## src/iot_pkg.sv

```systemverilog
package iot_pkg;
  // register byte offsets on the bus
  localparam logic [3:0] FAST_OSC_TRIM_OFS = 4'h0;
  localparam logic [3:0] SLOW_OSC_TRIM_OFS = 4'h4;
  localparam logic [3:0] PIN_MODE_OFS = 4'h8;
  localparam logic [3:0] SETTLE_STAT_OFS = 4'hc;
  // field positions
  localparam int TRIM_HI = 5;
  localparam int TRIM_LO = 0;
  localparam int SLOW_SEL_BIT = 7;
  // writable masks: unimplemented bits stay zero
  localparam logic [7:0] FAST_TRIM_MASK = 8'h3f;
  localparam logic [7:0] SLOW_TRIM_MASK = 8'hbf;
  localparam logic [7:0] TRIM_RESET = 8'h00;
  // pin mode encodings
  localparam logic [1:0] PIN_MODE_OFF = 2'h0;
  localparam logic [1:0] PIN_MODE_CLKOUT = 2'h1;
  localparam logic [1:0] PIN_MODE_DUAL_IO = 2'h2;
  // settling time
  localparam int CLK_MHZ = 200;
  localparam int SETTLE_US = 100;
  localparam int SETTLE_CYCLES = SETTLE_US * CLK_MHZ;
  // axi responses
  localparam logic [1:0] RESP_OKAY = 2'h0;
  localparam logic [1:0] RESP_SLVERR = 2'h2;
endpackage

```

## src/iot_settle_if.sv

```systemverilog
`timescale 1ns/100ps
interface iot_settle_if;
  logic start;
  logic busy;
  modport owner (output start, input busy);
  modport timer (input start, output busy);
endinterface

```

## src/iot_settle.sv

```systemverilog
`timescale 1ns/100ps
module iot_settle #(
  parameter int CYCLES = 20000
) (
  input wire logic clock_i,
  input wire logic rst_n_i,
  iot_settle_if.timer sif
);
  logic [31:0] cnt_q;
  logic busy_q;
  assign sif.busy = busy_q;
  // a new write restarts the window; the analog side keeps moving meanwhile
  always_ff @(posedge clock_i) begin
    if (!rst_n_i) begin
      cnt_q <= 32'h0;
      busy_q <= 1'b0;
    end else if (sif.start) begin
      cnt_q <= 32'(CYCLES - 1);
      busy_q <= 1'b1;
    end else if (cnt_q != 32'h0) begin
      cnt_q <= cnt_q - 32'h1;
    end else begin
      busy_q <= 1'b0;
    end
  end
endmodule

```

## src/iot_osc_tune.sv

```systemverilog
// Overview of operation
// clock-out mode drives output pin with system clock over four; input pin is port A7.
// dual-I/O mode frees both pins as port A bits seven and six.
// fast oscillator trim comes from fast trim register bits five down to one.
// fast trim bit zero is read/write with no effect on either oscillator.
// fast trim write retunes both oscillators within 100 us without stalling.
// no flag or event marks a retuning shift; consumers just follow. Here settling outputs and SETTLE_STAT_OFS bits flag each window.
// trim fields are signed; 011111 max, 000000 centre, 100000 min.
// select clear: slow oscillator trimmed from fast trim register field.
// select set: slow trim from slow register bits five to one only.
// slow trim bit zero is read/write with no effect on slow oscillator.
// slow trim write retunes slow oscillator within 100 us, no stall.
// fast bits seven, six and slow bit six read zero, ignore writes.
// reset clears both tuning registers, centre frequency, main register selected.
//
// The register offsets and the AXI4-Lite register port were left to the implementer.
`timescale 1ns/100ps
module iot_osc_tune #(
  parameter int SETTLE_CNT = iot_pkg::SETTLE_CYCLES
) (
  // clock and reset
  input wire logic clock_i,
  input wire logic rst_n_i,
  // axi4-lite write address
  input wire logic [3:0] s_axi_awaddr,
  input wire logic s_axi_awvalid,
  output logic s_axi_awready,
  // axi4-lite write data
  input wire logic [31:0] s_axi_wdata,
  input wire logic [3:0] s_axi_wstrb,
  input wire logic s_axi_wvalid,
  output logic s_axi_wready,
  // axi4-lite write response
  output logic [1:0] s_axi_bresp,
  output logic s_axi_bvalid,
  input wire logic s_axi_bready,
  // axi4-lite read
  input wire logic [3:0] s_axi_araddr,
  input wire logic s_axi_arvalid,
  output logic s_axi_arready,
  output logic [31:0] s_axi_rdata,
  output logic [1:0] s_axi_rresp,
  output logic s_axi_rvalid,
  input wire logic s_axi_rready,
  // trim codes to the analog oscillators
  output logic [4:0] fast_internal_osc_trim_o,
  output logic [4:0] slow_internal_osc_trim_o,
  // settling windows, informative only
  output logic fast_settling_o,
  output logic slow_settling_o,
  // oscillator pins and port a
  input wire logic sys_clk_div4_i,
  input wire logic port_a_bit_seven_out_i,
  input wire logic port_a_bit_seven_oe_i,
  input wire logic port_a_bit_six_out_i,
  input wire logic port_a_bit_six_oe_i,
  input wire logic osc_input_pin_i,
  input wire logic osc_output_pin_i,
  output logic osc_input_pin_o,
  output logic osc_input_pin_oe_o,
  output logic osc_output_pin_o,
  output logic osc_output_pin_oe_o,
  output logic port_a_bit_seven_in_o,
  output logic port_a_bit_six_in_o
);
  import iot_pkg::*;

  typedef enum logic [1:0] {WR_IDLE, WR_RESP} iot_wr_state_type;

  logic [7:0] fast_osc_trim_q;
  logic [7:0] slow_osc_trim_q;
  logic [1:0] pin_mode_q;
  logic have_aw_q;
  logic have_w_q;
  logic [3:0] aw_addr_q;
  logic [31:0] w_data_q;
  logic [3:0] w_strb_q;
  iot_wr_state_type wr_state_q;
  logic wr_fire;
  logic wr_ok;
  logic fast_hit;
  logic slow_hit;
  logic mode_hit;
  logic [4:0] fast_trim_d;
  logic [4:0] slow_trim_d;
  logic [31:0] rd_data_d;
  logic rd_ok_d;
  logic busy_fast;
  logic busy_slow;
  logic fast_start;
  logic slow_start;

  iot_settle_if fast_sif ();
  iot_settle_if slow_sif ();

  function automatic logic [7:0] apply_strobe(input logic [7:0] old_v,
                                              input logic [7:0] new_v,
                                              input logic lane0,
                                              input logic [7:0] mask);
    apply_strobe = lane0 ? (new_v & mask) : old_v;
  endfunction

  // registers are whole words; the low address bits select nothing
  function automatic logic [3:0] word_addr(input logic [3:0] byte_addr);
    word_addr = {byte_addr[3:2], 2'b00};
  endfunction

  // signed trim field, bits five down to one
  function automatic logic [4:0] trim_code(input logic [7:0] reg_v);
    trim_code = reg_v[TRIM_HI:TRIM_LO + 1];
  endfunction

  // write channel: address and data accepted in either order
  assign wr_fire = have_aw_q && have_w_q && (wr_state_q == WR_IDLE);
  assign fast_hit = wr_fire && (aw_addr_q == FAST_OSC_TRIM_OFS);
  assign slow_hit = wr_fire && (aw_addr_q == SLOW_OSC_TRIM_OFS);
  assign mode_hit = wr_fire && (aw_addr_q == PIN_MODE_OFS);
  assign wr_ok = fast_hit || slow_hit || mode_hit || (aw_addr_q == SETTLE_STAT_OFS);

  always_ff @(posedge clock_i) begin
    if (!rst_n_i) begin
      have_aw_q <= 1'b0;
      aw_addr_q <= 4'h0;
      s_axi_awready <= 1'b0;
    end else if (s_axi_awready && s_axi_awvalid) begin
      have_aw_q <= 1'b1;
      aw_addr_q <= word_addr(s_axi_awaddr);
      s_axi_awready <= 1'b0;
    end else if (wr_fire) begin
      have_aw_q <= 1'b0;
    end else begin
      s_axi_awready <= !have_aw_q && (wr_state_q == WR_IDLE);
    end
  end

  always_ff @(posedge clock_i) begin
    if (!rst_n_i) begin
      have_w_q <= 1'b0;
      w_data_q <= 32'h0;
      w_strb_q <= 4'h0;
      s_axi_wready <= 1'b0;
    end else if (s_axi_wready && s_axi_wvalid) begin
      have_w_q <= 1'b1;
      w_data_q <= s_axi_wdata;
      w_strb_q <= s_axi_wstrb;
      s_axi_wready <= 1'b0;
    end else if (wr_fire) begin
      have_w_q <= 1'b0;
    end else begin
      s_axi_wready <= !have_w_q && (wr_state_q == WR_IDLE);
    end
  end

  always_ff @(posedge clock_i) begin
    if (!rst_n_i) begin
      wr_state_q <= WR_IDLE;
      s_axi_bvalid <= 1'b0;
      s_axi_bresp <= RESP_OKAY;
    end else begin
      case (wr_state_q)
        WR_IDLE: begin
          if (wr_fire) begin
            wr_state_q <= WR_RESP;
            s_axi_bvalid <= 1'b1;
            s_axi_bresp <= wr_ok ? RESP_OKAY : RESP_SLVERR;
          end
        end
        default: begin
          if (s_axi_bready) begin
            wr_state_q <= WR_IDLE;
            s_axi_bvalid <= 1'b0;
          end
        end
      endcase
    end
  end

  // tuning registers; masks hold unimplemented bits at zero
  always_ff @(posedge clock_i) begin
    if (!rst_n_i) begin
      fast_osc_trim_q <= TRIM_RESET;
    end else if (fast_hit) begin
      fast_osc_trim_q <= apply_strobe(fast_osc_trim_q, w_data_q[7:0], w_strb_q[0],
                                      FAST_TRIM_MASK);
    end
  end

  always_ff @(posedge clock_i) begin
    if (!rst_n_i) begin
      slow_osc_trim_q <= TRIM_RESET;
    end else if (slow_hit) begin
      slow_osc_trim_q <= apply_strobe(slow_osc_trim_q, w_data_q[7:0], w_strb_q[0],
                                      SLOW_TRIM_MASK);
    end
  end

  always_ff @(posedge clock_i) begin
    if (!rst_n_i) begin
      pin_mode_q <= PIN_MODE_OFF;
    end else if (mode_hit && w_strb_q[0]) begin
      pin_mode_q <= w_data_q[1:0];
    end
  end

  // bit zero is dropped: two steps of the register make one trim step
  always_comb begin
    fast_trim_d = trim_code(fast_osc_trim_q);
  end

  always_comb begin
    if (slow_osc_trim_q[SLOW_SEL_BIT]) begin
      slow_trim_d = trim_code(slow_osc_trim_q);
    end else begin
      slow_trim_d = trim_code(fast_osc_trim_q);
    end
  end

  always_ff @(posedge clock_i) begin
    if (!rst_n_i) begin
      fast_internal_osc_trim_o <= 5'h00;
    end else begin
      fast_internal_osc_trim_o <= fast_trim_d;
    end
  end

  always_ff @(posedge clock_i) begin
    if (!rst_n_i) begin
      slow_internal_osc_trim_o <= 5'h00;
    end else begin
      slow_internal_osc_trim_o <= slow_trim_d;
    end
  end

  // settling windows never stall the bus and raise no event
  assign fast_start = fast_hit && w_strb_q[0];
  assign slow_start = fast_start || (slow_hit && w_strb_q[0]);
  assign fast_sif.start = fast_start;
  assign slow_sif.start = slow_start;
  assign busy_fast = fast_sif.busy;
  assign busy_slow = slow_sif.busy;

  iot_settle #(.CYCLES(SETTLE_CNT)) u_fast_settle (
    .clock_i(clock_i),
    .rst_n_i(rst_n_i),
    .sif(fast_sif.timer)
  );

  iot_settle #(.CYCLES(SETTLE_CNT)) u_slow_settle (
    .clock_i(clock_i),
    .rst_n_i(rst_n_i),
    .sif(slow_sif.timer)
  );

  always_ff @(posedge clock_i) begin
    if (!rst_n_i) begin
      fast_settling_o <= 1'b0;
    end else begin
      fast_settling_o <= busy_fast;
    end
  end

  always_ff @(posedge clock_i) begin
    if (!rst_n_i) begin
      slow_settling_o <= 1'b0;
    end else begin
      slow_settling_o <= busy_slow;
    end
  end

  // pin muxing; in other modes the oscillator owns the pins and nothing is driven
  // oscillator output pin: divided clock, port bit six, or released
  always_ff @(posedge clock_i) begin
    if (!rst_n_i) begin
      osc_output_pin_o <= 1'b0;
      osc_output_pin_oe_o <= 1'b0;
    end else if (pin_mode_q == PIN_MODE_CLKOUT) begin
      osc_output_pin_o <= sys_clk_div4_i;
      osc_output_pin_oe_o <= 1'b1;
    end else if (pin_mode_q == PIN_MODE_DUAL_IO) begin
      osc_output_pin_o <= port_a_bit_six_out_i;
      osc_output_pin_oe_o <= port_a_bit_six_oe_i;
    end else begin
      osc_output_pin_o <= 1'b0;
      osc_output_pin_oe_o <= 1'b0;
    end
  end

  // oscillator input pin: port bit seven in both pin modes
  always_ff @(posedge clock_i) begin
    if (!rst_n_i) begin
      osc_input_pin_o <= 1'b0;
      osc_input_pin_oe_o <= 1'b0;
    end else if ((pin_mode_q == PIN_MODE_CLKOUT) || (pin_mode_q == PIN_MODE_DUAL_IO)) begin
      osc_input_pin_o <= port_a_bit_seven_out_i;
      osc_input_pin_oe_o <= port_a_bit_seven_oe_i;
    end else begin
      osc_input_pin_o <= 1'b0;
      osc_input_pin_oe_o <= 1'b0;
    end
  end

  // read-back stays zero while the oscillator owns a pin
  always_ff @(posedge clock_i) begin
    if (!rst_n_i) begin
      port_a_bit_seven_in_o <= 1'b0;
      port_a_bit_six_in_o <= 1'b0;
    end else if (pin_mode_q == PIN_MODE_CLKOUT) begin
      port_a_bit_seven_in_o <= osc_input_pin_i;
      port_a_bit_six_in_o <= 1'b0;
    end else if (pin_mode_q == PIN_MODE_DUAL_IO) begin
      port_a_bit_seven_in_o <= osc_input_pin_i;
      port_a_bit_six_in_o <= osc_output_pin_i;
    end else begin
      port_a_bit_seven_in_o <= 1'b0;
      port_a_bit_six_in_o <= 1'b0;
    end
  end

  // read channel
  always_comb begin
    rd_data_d = 32'h0;
    rd_ok_d = 1'b1;
    if (word_addr(s_axi_araddr) == FAST_OSC_TRIM_OFS) begin
      rd_data_d = {24'h0, fast_osc_trim_q};
    end else if (word_addr(s_axi_araddr) == SLOW_OSC_TRIM_OFS) begin
      rd_data_d = {24'h0, slow_osc_trim_q};
    end else if (word_addr(s_axi_araddr) == PIN_MODE_OFS) begin
      rd_data_d = {30'h0, pin_mode_q};
    end else if (word_addr(s_axi_araddr) == SETTLE_STAT_OFS) begin
      rd_data_d = {30'h0, busy_slow, busy_fast};
    end else begin
      rd_ok_d = 1'b0;
    end
  end

  always_ff @(posedge clock_i) begin
    if (!rst_n_i) begin
      s_axi_arready <= 1'b0;
      s_axi_rvalid <= 1'b0;
      s_axi_rdata <= 32'h0;
      s_axi_rresp <= RESP_OKAY;
    end else if (s_axi_arready && s_axi_arvalid) begin
      s_axi_arready <= 1'b0;
      s_axi_rvalid <= 1'b1;
      s_axi_rdata <= rd_data_d;
      s_axi_rresp <= rd_ok_d ? RESP_OKAY : RESP_SLVERR;
    end else if (s_axi_rvalid) begin
      if (s_axi_rready) begin
        s_axi_rvalid <= 1'b0;
      end
    end else begin
      s_axi_arready <= 1'b1;
    end
  end
endmodule

```

## config.mk

```make
export PLATFORM = sky130hd
export DESIGN_NAME = iot_osc_tune
export DESIGN_NICKNAME = d
export VERILOG_FILES = /design/src/iot_pkg.sv /design/src/iot_settle_if.sv /design/src/iot_settle.sv /design/src/iot_osc_tune.sv
export SDC_FILE = /design/constraint.sdc
export NUM_CORES = 1
export LEC_CHECK = 0
export BUFFER_PORTS_ARGS = -buffer_cell sky130_fd_sc_hd__buf_2
export CAP_MARGIN = 20
export CORE_MARGIN = 5
export CORE_UTILIZATION = 52
export CTS_BUF_LIST = sky130_fd_sc_hd__clkbuf_8
export DETAILED_ROUTE_END_ITERATION = 10
export GPL_TIMING_DRIVEN = 0
export PLACE_DENSITY_LB_ADDON = 0.25
export SYNTH_ARGS = -nofsm -noshare
export SYNTH_HDL_FRONTEND = slang
export SYNTH_SLANG_ARGS = --single-unit
```

## constraint.sdc

```tcl
create_clock -name clock_i -period 2.25 [get_ports clock_i]
set_clock_uncertainty 0.15 [all_clocks]
set_input_delay 0.225 -clock clock_i [delete_from_list [all_inputs] [get_ports clock_i]]
set_output_delay 0.225 -clock clock_i [all_outputs]
set_load 0.01 [all_outputs]
```

== Word level (Yosys, flattened, before mapping) ==
Index checks and enable logic that the tools add are counted.

* Flip-flop bits (word level): 155
* Input bits: 58
* Output and inout bits: 59
* Logic and storage cells: 126

* Add/sub/neg operators: 2
* Equality and inequality tests: 11
* Multiplexer cells: 37
* Bitwise logic cells: 2
* Reduce and logical (&&, ||, !) cells: 41

{| class="wikitable"
|+ Operators by type and width
! kind !! count
|-
| $reduce_bool 32->1 || 2
|-
| $sub 32x1->32 const B || 2
|-
| $mux 15 || 4
|-
| $mux 1 || 23
|-
| $mux 8 || 2
|-
| $mux 2 || 7
|-
| $logic_and 1x1->1 || 13
|-
| $eq 2x2->1 const B || 5
|-
| $reduce_and 2->1 || 5
|-
| $reduce_bool 2->1 || 5
|-
| $reduce_or 2->1 || 5
|-
| $eq 2x1->1 const B || 3
|-
| $ne 2x2->1 const B || 3
|-
| $logic_or 1x1->1 || 5
|-
| $mux 5 || 1
|-
| $logic_not 2->1 || 2
|-
| $logic_not 4->1 || 1
|-
| $reduce_or 3->1 || 1
|-
| $logic_not 1->1 || 2
|-
| $not 1->1 || 2
|}

== Depth between registers and ports, before layout ==
Gate-level depths: netlist of run 1.

* Depth after elaboration: 7
* Depth in mapped cells: 7
* Mapped depth without buffers: 7

== Cells and area by module ==
A second synthesis of run 1 with hierarchy kept.

* Cells, all modules: 660
* Area total of the unflattened synthesis: 5901.9 um2

{| class="wikitable"
|+ Modules (own cells, without submodules)
! module !! times used !! cells each !! area an instance (um2) !! sequential area each (um2)
|-
| iot_osc_tune || 1 || 254 || 2418.6 || 1181.1
|-
| iot_settle (u_fast_settle) || 1 || 208 || 1751.7 || 660.6
|-
| iot_settle (u_slow_settle) || 1 || 198 || 1731.7 || 660.6
|}

== Worst setup path after synthesis of run 1 ==
Ideal clock, no wire load.

* Path type: register to register
* From: register u_fast_settle.cnt_q[0]
* To: register u_fast_settle.cnt_q[28]
* Setup time: 0.135 ns
* Data arrival time: 1.829 ns
* Data required time: 1.965 ns
* Slack: 0.135 ns
* Cell stages (with the launch flop): 8
* Period minus slack after synthesis: 2.115 ns
* Cell sequence: dfxtp_1 inv_1 ha_1 nor4b_4 nand3_2 a211o_1 o311ai_0 o41ai_1

* Cells in the longest elaborated chain, start to end: 1
* Elaborated cells on any way between the ends: 2

{| class="wikitable"
|+ Ends and longest elaborated chain
! item !! RTL line !! text
|-
| from (decl) || iot_settle.sv:9 || <nowiki>logic [31:0] cnt_q;</nowiki>
|-
| from (signal assigned) || iot_settle.sv:18 || <nowiki>cnt_q <= 32'(CYCLES - 1);</nowiki>
|-
| from (signal assigned) || iot_settle.sv:21 || <nowiki>cnt_q <= cnt_q - 32'h1;</nowiki>
|-
| $sub 32x1->32 or $reduce_bool 32->1 (tied branches) || iot_settle.sv:21, iot_settle.sv:20 ||
|}

Several ways; a longest one is shown, not always the timed one.
A chain may end at the register's enable or synchronous reset.

== Worst setup path after layout of run 1 ==
* From: register u_slow_settle.cnt_q[5]
* To: register u_slow_settle.cnt_q[9]

* Cells in the longest elaborated chain, start to end: 3
* Elaborated cells on any way between the ends: 5

{| class="wikitable"
|+ Ends and longest elaborated chain
! item !! RTL line !! text
|-
| from (decl) || iot_settle.sv:9 ||
|-
| from (signal assigned) || iot_settle.sv:18 ||
|-
| from (signal assigned) || iot_settle.sv:21 ||
|-
| $sub 32x1->32 || iot_settle.sv:21 ||
|-
| $mux 15 || iot_settle.sv:20 || <nowiki>end else if (cnt_q != 32'h0) begin</nowiki>
|-
| $mux 15 || iot_settle.sv:17 || <nowiki>end else if (sif.start) begin</nowiki>
|}

Several ways; a longest one is shown, not always the timed one. The select of a mux whose other input is x is not followed.

==> out/summary.txt, run 1 <==
core box area -> 10900 sq um
Remaining DRCs -> 0
post-synthesis sequential area ratio -> 0.429
clk_lat worst skew -> 0.44 ns
Overall Global Routing Usage -> 0.208
top post-synthesis cells by area -> dfxtp_1, nor2_1, buf_4
EDFF count, synth -> 0
CTS H-tree lvls -> 4
largest net degree at the start of global routing -> 17
DR pass1 iterations -> 6
die width -> 116 um
RSZ-0062 raised after global routing -> yes
post-synthesis register bit count -> 125
Top-Level Pins -> 117
Startpoint Class -> flip-flop
crit end category -> flip-flop
mapped cell area -> 5840 sq um
final WL -> 13900 um
status -> finished clean
final hold vios -> 0
vias per cell -> 5.50
fin crit period -> 2.19 ns
number of max-cap violations -> 0
IO buf count -> 56
Yosys Warn Count -> 0
Crit Path Category -> reg2reg
dpl ws -> -0.224 ns
gr ovfl total -> 0
die footprint -> 13400 sq um
asr flop ratio synth -> 0
# fillers -> 868
Die Height -> 116 um
layout cells sized above 1 -> 0.254
CTS tree -> done
Max Fclk -> 457 MHz
WL/cell -> 15.3 um
Clock transition at path regs -> 0.07 ns
final setup vio count -> 0
Synth top area share -> 0.429
Cell variety after synth -> 67
vias in the first global route -> 4721
total clock sinks -> 125
Starting Density -> 0.534
CTS Buffer Depth -> 2
Util after Layout -> 0.664
final setup margin -> 0.0636 ns
design area -> 7260 sq um
Post-synth top flop -> dfxtp_1
cell taking the most area after synthesis -> dfxtp_1
first-pass GRT wire length -> 22300 um
Lkg Pwr -> 0.00298 uW
fin nets -> 812
Mapped Cells -> 617
DP Area -> 6390 sq um
period utilisation layout -> 0.972
Final Wtd Congestion -> 0.879
power per cell area -> 1660 nW/um^2
final hold slack -> 0.0680 ns
Max rail drop VDD -> 0.00139 V
setup tns final -> 0 ns
initial antenna violation count -> 0
Worst Tran Pin Value -> 0.573 ns
number of DRC markers in iteration 0 -> 294
largest fanout on the critical path -> 10
dpl hpwl -> 9410 um
Via Count -> 4978
Max-slew headroom -> 0.618
Hold Crit Class -> in2reg
post-route ant nets -> 0
footprint of the multi-input gates -> 3140 sq um
critical path required time -> 2.46 ns
CTS buffer count -> 17
mean post-synth cell area -> 9.46 sq um
area grow syn2layout -> 24.3%
FF/Latch Area -> 2500 sq um
CP Data Arrival Time -> 2.40 ns
clk root buf -> clkbuf_8
Final Max Slew Viols -> 0
# rows -> 38
[path summary, 6_finish.rpt]
kind                                  startpoint  slack [ns]                                  end  cells past startpoint
min reg2reg             w_data_q[7]$_SDFFE_PN0P_        0.31             w_data_q[7]$_SDFFE_PN0P_                      2
max          u_slow_settle.cnt_q[5]$_SDFFE_PP0P_        0.06  u_slow_settle.cnt_q[9]$_SDFFE_PN0P_                      6
max reg2reg  u_slow_settle.cnt_q[5]$_SDFFE_PP0P_        0.06  u_slow_settle.cnt_q[9]$_SDFFE_PN0P_                      6
min                              s_axi_araddr[3]        0.07          s_axi_rdata[7]$_SDFFE_PN0P_                      4
[stage by stage]
stage,power (uW),cells
floorplan,7960,643
global placement,8830,839
CTS,11400,893
detailed placement,9030,839
finish,12100,905
global route,12800,903
[layout by cell type (no fill, tap or decap), types with 7 or more instances in the layout]
master,instances
xor2_1,9
buf_4,41
xnor2_1,19
dfxtp_1,125
mux2i_1,18
nor3_1,9
or4_1,10
dlygate4sd3_1,21
clkbuf_8,20
a21oi_1,41
and2_1,10
nand2_1,47
o21ai_0,15
a31oi_1,8
nor4_4,7
conb_1,27
or2_2,8
inv_1,16
buf_2,59
clkbuf_1,11
or3_1,24
nor2_1,62
[kinds of logic (layout without fill, tap and decap cells)]
group,count (synthesis),after routing,synth area share
AND/OR/NAND/NOR,236,236,0.243
AO/OA/AOI/OAI,129,129,0.162
flip-flops,125,125,0.429
buffers and inverters,70,190,0.0686
XOR/XNOR,28,28,0.0420
multiplexers,24,24,0.0463
adder cells (fa/ha/maj),4,4,0.00857
other,1,29,0.000642
[cell type report]
| class | instances | share of cell area |
|---|---|---|
| multi-input cells | 448 | 0.432 |
| flip-flops and latches | 125 | 0.345 |
| repair buffers | 89 | 0.0800 |
| plain buffers | 56 | 0.0500 |
| clock buffers | 20 | 0.0379 |
| well taps | 140 | 0.0241 |
| clock inverters | 12 | 0.0233 |
| inverters | 13 | 0.00672 |
| diodes | 2 | 0.000690 |
[worst max-delay path: stages, from the launching register on]
cell and delay (ns):
dfxtp_1 0.35, nor4_4 0.45, nand3_2 0.19, buf_4 0.24, o31ai_4 0.41, o21ai_0 0.14
a31oi_1 0.17
[synth_stat cells, types with 7 or more instances]
| cell | n |
|---|---|
| dfxtp_1 | 125 |
| nor2_1 | 63 |
| nand2_1 | 48 |
| a21oi_1 | 41 |
| buf_4 | 29 |
| or3_1 | 24 |
| xnor2_1 | 19 |
| mux2i_1 | 18 |
| o21ai_0 | 16 |
| clkbuf_1 | 15 |
| inv_1 | 13 |
| nor3_1 | 12 |
| and2_1 | 10 |
| or4_1 | 10 |
| xor2_1 | 9 |
| a31oi_1 | 8 |
| or2_2 | 8 |
| nand3_1 | 7 |
[layer usage]
layer / track usage / vias to the layer above / share of wire
li1: - / 2450 / -
met1: 0.260 / 2339 / 0.42
met2: 0.344 / 163 / 0.50
met3: 0.0449 / 26 / 0.062
met4: 0.0951 / 0 / 0.019
met5: 0 / - / 0
[where the power goes]
part           internal [uW]  leakage, uW  switching (uW)  total, uW
registers               2690      0.00102             577       3270
clock network           1290     0.000229             874       2160
logic                   2740      0.00173            3910       6650
total                   6710      0.00298            5360      12100
[registers in the layout, indices dropped and copies added (netlist names), 2 cells and up]
name,count
s_axi_rdata,7
fast_internal_osc_trim_o,5
slow_internal_osc_trim_o,5
fast_osc_trim_q,6
aw_addr_q,2
u_slow_settle.cnt_q,32
w_data_q,7
pin_mode_q,2
slow_osc_trim_q,7
u_fast_settle.cnt_q,32
[timing repair]
| item | in CTS | in global routing |
|---|---|---|
| pin swaps | 0 | 8 |
| hold buffers | 21 | 0 |
| endpoints found under the setup margin | 18 | 58 |
| endpoints found under the hold margin | 22 | 0 |
| setup buffers | 1 | 11 |
| resized for setup | 8 | 23 |
(Power assumes the default switching activity.)
==> inputs of run 2 (changes only) <==
Settings changed: PLACE_DENSITY set to 0.79, PLACE_DENSITY_LB_ADDON 0.25 to unset.
==> out/summary.txt, run 2 (same netlist as run 1, synthesis figures left out) <==
status -> finished clean
Overall Global Routing Usage -> 0.213 (+0.00474)
Max rail drop VDD -> 0.00324 V (+130%)
total clock sinks -> 125 (unchanged)
Layout Cells excl Fill -> 900 (-0.55%)
CTS H-tree lvls -> 4 (unchanged)
most frequent cells in the layout -> dfxtp_1, nor2_1, buf_2, nand2_1, a21oi_1
post-route ant nets -> 0 (unchanged)
layout cells sized above 1 -> 0.253 (-0.00163)
critical path cell sequence -> nor4_4 > nand2_1 > a211o_4 > o311ai_0 > o41ai_1
number of DRC markers in iteration 0 -> 334 (+14%)
CTS buffer count -> 17 (unchanged)
final hold vios -> 0 (unchanged)
Antenna diodes -> 0 (-2)
# rows -> 38 (unchanged)
area grow syn2layout -> 23.4%
clk root buf -> clkbuf_8
crit end category -> flip-flop
critical path required time -> 2.42 ns (-0.04 ns)
fin nets -> 809 (-0.37%)
CP Data Arrival Time -> 2.35 ns (-0.05 ns)
Die Height -> 116 um (unchanged)
Hold Crit Class -> in2reg
Max Fclk -> 459 MHz (+0.42%)
leading cell type in the layout, fill and taps excluded -> dfxtp_1
largest fanout on the critical path -> 9 (-1)
Max-slew headroom -> 0.608 (-0.00946)
Worst Tran Pin Value -> 0.582 ns (+0.00882 ns)
IO buf count -> 56 (unchanged)
Remaining DRCs -> 0 (unchanged)
largest net degree at the start of global routing -> 17 (unchanged)
vias in the first global route -> 4819 (+2.1%)
Final Wtd Congestion -> 0.866 (-1.5%)
period utilisation layout -> 0.968 (-0.00406)
first-pass GRT wire length -> 22800 um (+1.9%)
final setup vio count -> 0 (unchanged)
final setup margin -> 0.0727 ns (+0.00914 ns)
Worst path slowest cell -> a211o_4
Buf+Inv Stages, Crit Path -> 0 (-1)
Regs by FF count -> u_fast_settle.cnt_q: 32 flops, u_slow_settle.cnt_q: 32 flops
die width -> 116 um (unchanged)
CTS tree -> done
dpl ws -> -0.209 ns (+0.0156 ns)
WL/cell -> 16.2 um (+5.8%)
Top-Level Pins -> 117 (unchanged)
gr ovfl total -> 0 (unchanged)
number of max-cap violations -> 0 (unchanged)
initial antenna violation count -> 0 (unchanged)
Final Max Slew Viols -> 0 (unchanged)
Via Count -> 5060 (+1.6%)
Crit Path Category -> reg2reg
vias per cell -> 5.62 (+2.2%)
dpl hpwl -> 9590 um (+1.9%)
kind of cell adding the most delay to the critical path -> compound AO/OA/AOI/OAI gates
final WL -> 14600 um (+5.2%)
fin crit period -> 2.18 ns (-0.00914 ns)
Starting Density -> 0.534 (unchanged)
die footprint -> 13400 sq um (unchanged)
slowest cell delay on critical path -> 0.42 ns (-0.03 ns)
DR pass1 iterations -> 5 (-1)
CTS Buffer Depth -> 2 (unchanged)
Lkg Pwr -> 0.00294 uW (-1.3%)
Clock transition at path regs -> 0.08 ns (about the same)
core box area -> 10900 sq um (unchanged)
Startpoint Class -> flip-flop
Util after Layout -> 0.659 (-0.00446)
RSZ-0062 raised after global routing -> yes
power per cell area -> 1670 nW/um^2 (about the same)
clk_lat worst skew -> 0.45 ns (about the same)
Cells after DPL -> 839 (unchanged)
==> run 2: changes by cell type in the layout (fill, tap and decap cells not counted), moves of 2 or more <==
cell | previous run | this run
diode_2 | 2 | 0
clkbuf_8 | 20 | 18
clkinv_2 | 1 | 5
inv_1 | 16 | 13
inv_6 | 1 | 3
==> run 2: final timing paths <==
check	from	to	slack [ns]	depth (start not counted)
min	s_axi_araddr[3]	s_axi_rdata[7]$_SDFFE_PN0P_	0.04	4
max reg2reg	u_fast_settle.cnt_q[14]$_SDFFE_PN0P_	u_fast_settle.cnt_q[28]$_SDFFE_PP0P_	0.07	5
max	u_fast_settle.cnt_q[14]$_SDFFE_PN0P_	u_fast_settle.cnt_q[28]$_SDFFE_PP0P_	0.07	5
min reg2reg	w_data_q[7]$_SDFFE_PN0P_	w_data_q[7]$_SDFFE_PN0P_	0.31	2
==> run 2: cell type report <==
cell class	instances	area, sq um
repair buffers	86	558
plain buffers	56	359
clock buffers	18	248
flip-flops and latches	125	2500
fillers	866	3730
multi-input cells	448	3150
well taps	140	175
clock inverters	14	165
inverters	13	48.8
==> run 2: where the power goes <==
group	switching (uW)	total [uW]	leakage, uW	internal (uW)
registers	559	3250	0.00102	2690
logic	3970	6690	0.00171	2720
clock network	942	2070	0.000209	1120
total	5470	12000	0.00294	6530
==> run 2: worst register-to-register path, stage by stage, from the launching register on <==
cell	delay [ns]
dfxtp_1	0.36
nor4_4	0.39
nand2_1	0.28
a211o_4	0.42
o311ai_0	0.30
o41ai_1	0.14
==> run 2: routing by layer <==
| layer | part of all wire | vias to the layer above | routed length, um | global-route usage |
|---|---|---|---|---|
| li1 | - | 2449 | - | - |
| met1 | 0.40 | 2421 | 5810 | 0.247 |
| met2 | 0.53 | 165 | 7780 | 0.381 |
| met3 | 0.053 | 25 | 774 | 0.0470 |
| met4 | 0.017 | 0 | 241 | 0.0835 |
| met5 | 0 | - | 0 | 0 |
==> run 2: what timing repair did <==
action	in CTS	in global routing
endpoints found under the hold margin	22	0
gates cloned	0	0
pin swaps	0	7
resized for setup	5	23
buffers inserted	1	8
hold buffers	21	0
setup endpoints to repair	21	55
==> run 2: per-stage QoR <==
stage               power, uW  hold WS [ns]  instance area (sq um)  TNS, ns
finish                  12000        0.0358                   7210        0
global route            12800        0.0673                   7210   -0.127
floorplan                7960         0.186                   5940        0
global placement         8820         0.287                   6390    -1.30
CTS                     11300        0.0208                   7040  -0.0213
detailed placement       9040         0.300                   6390    -2.93
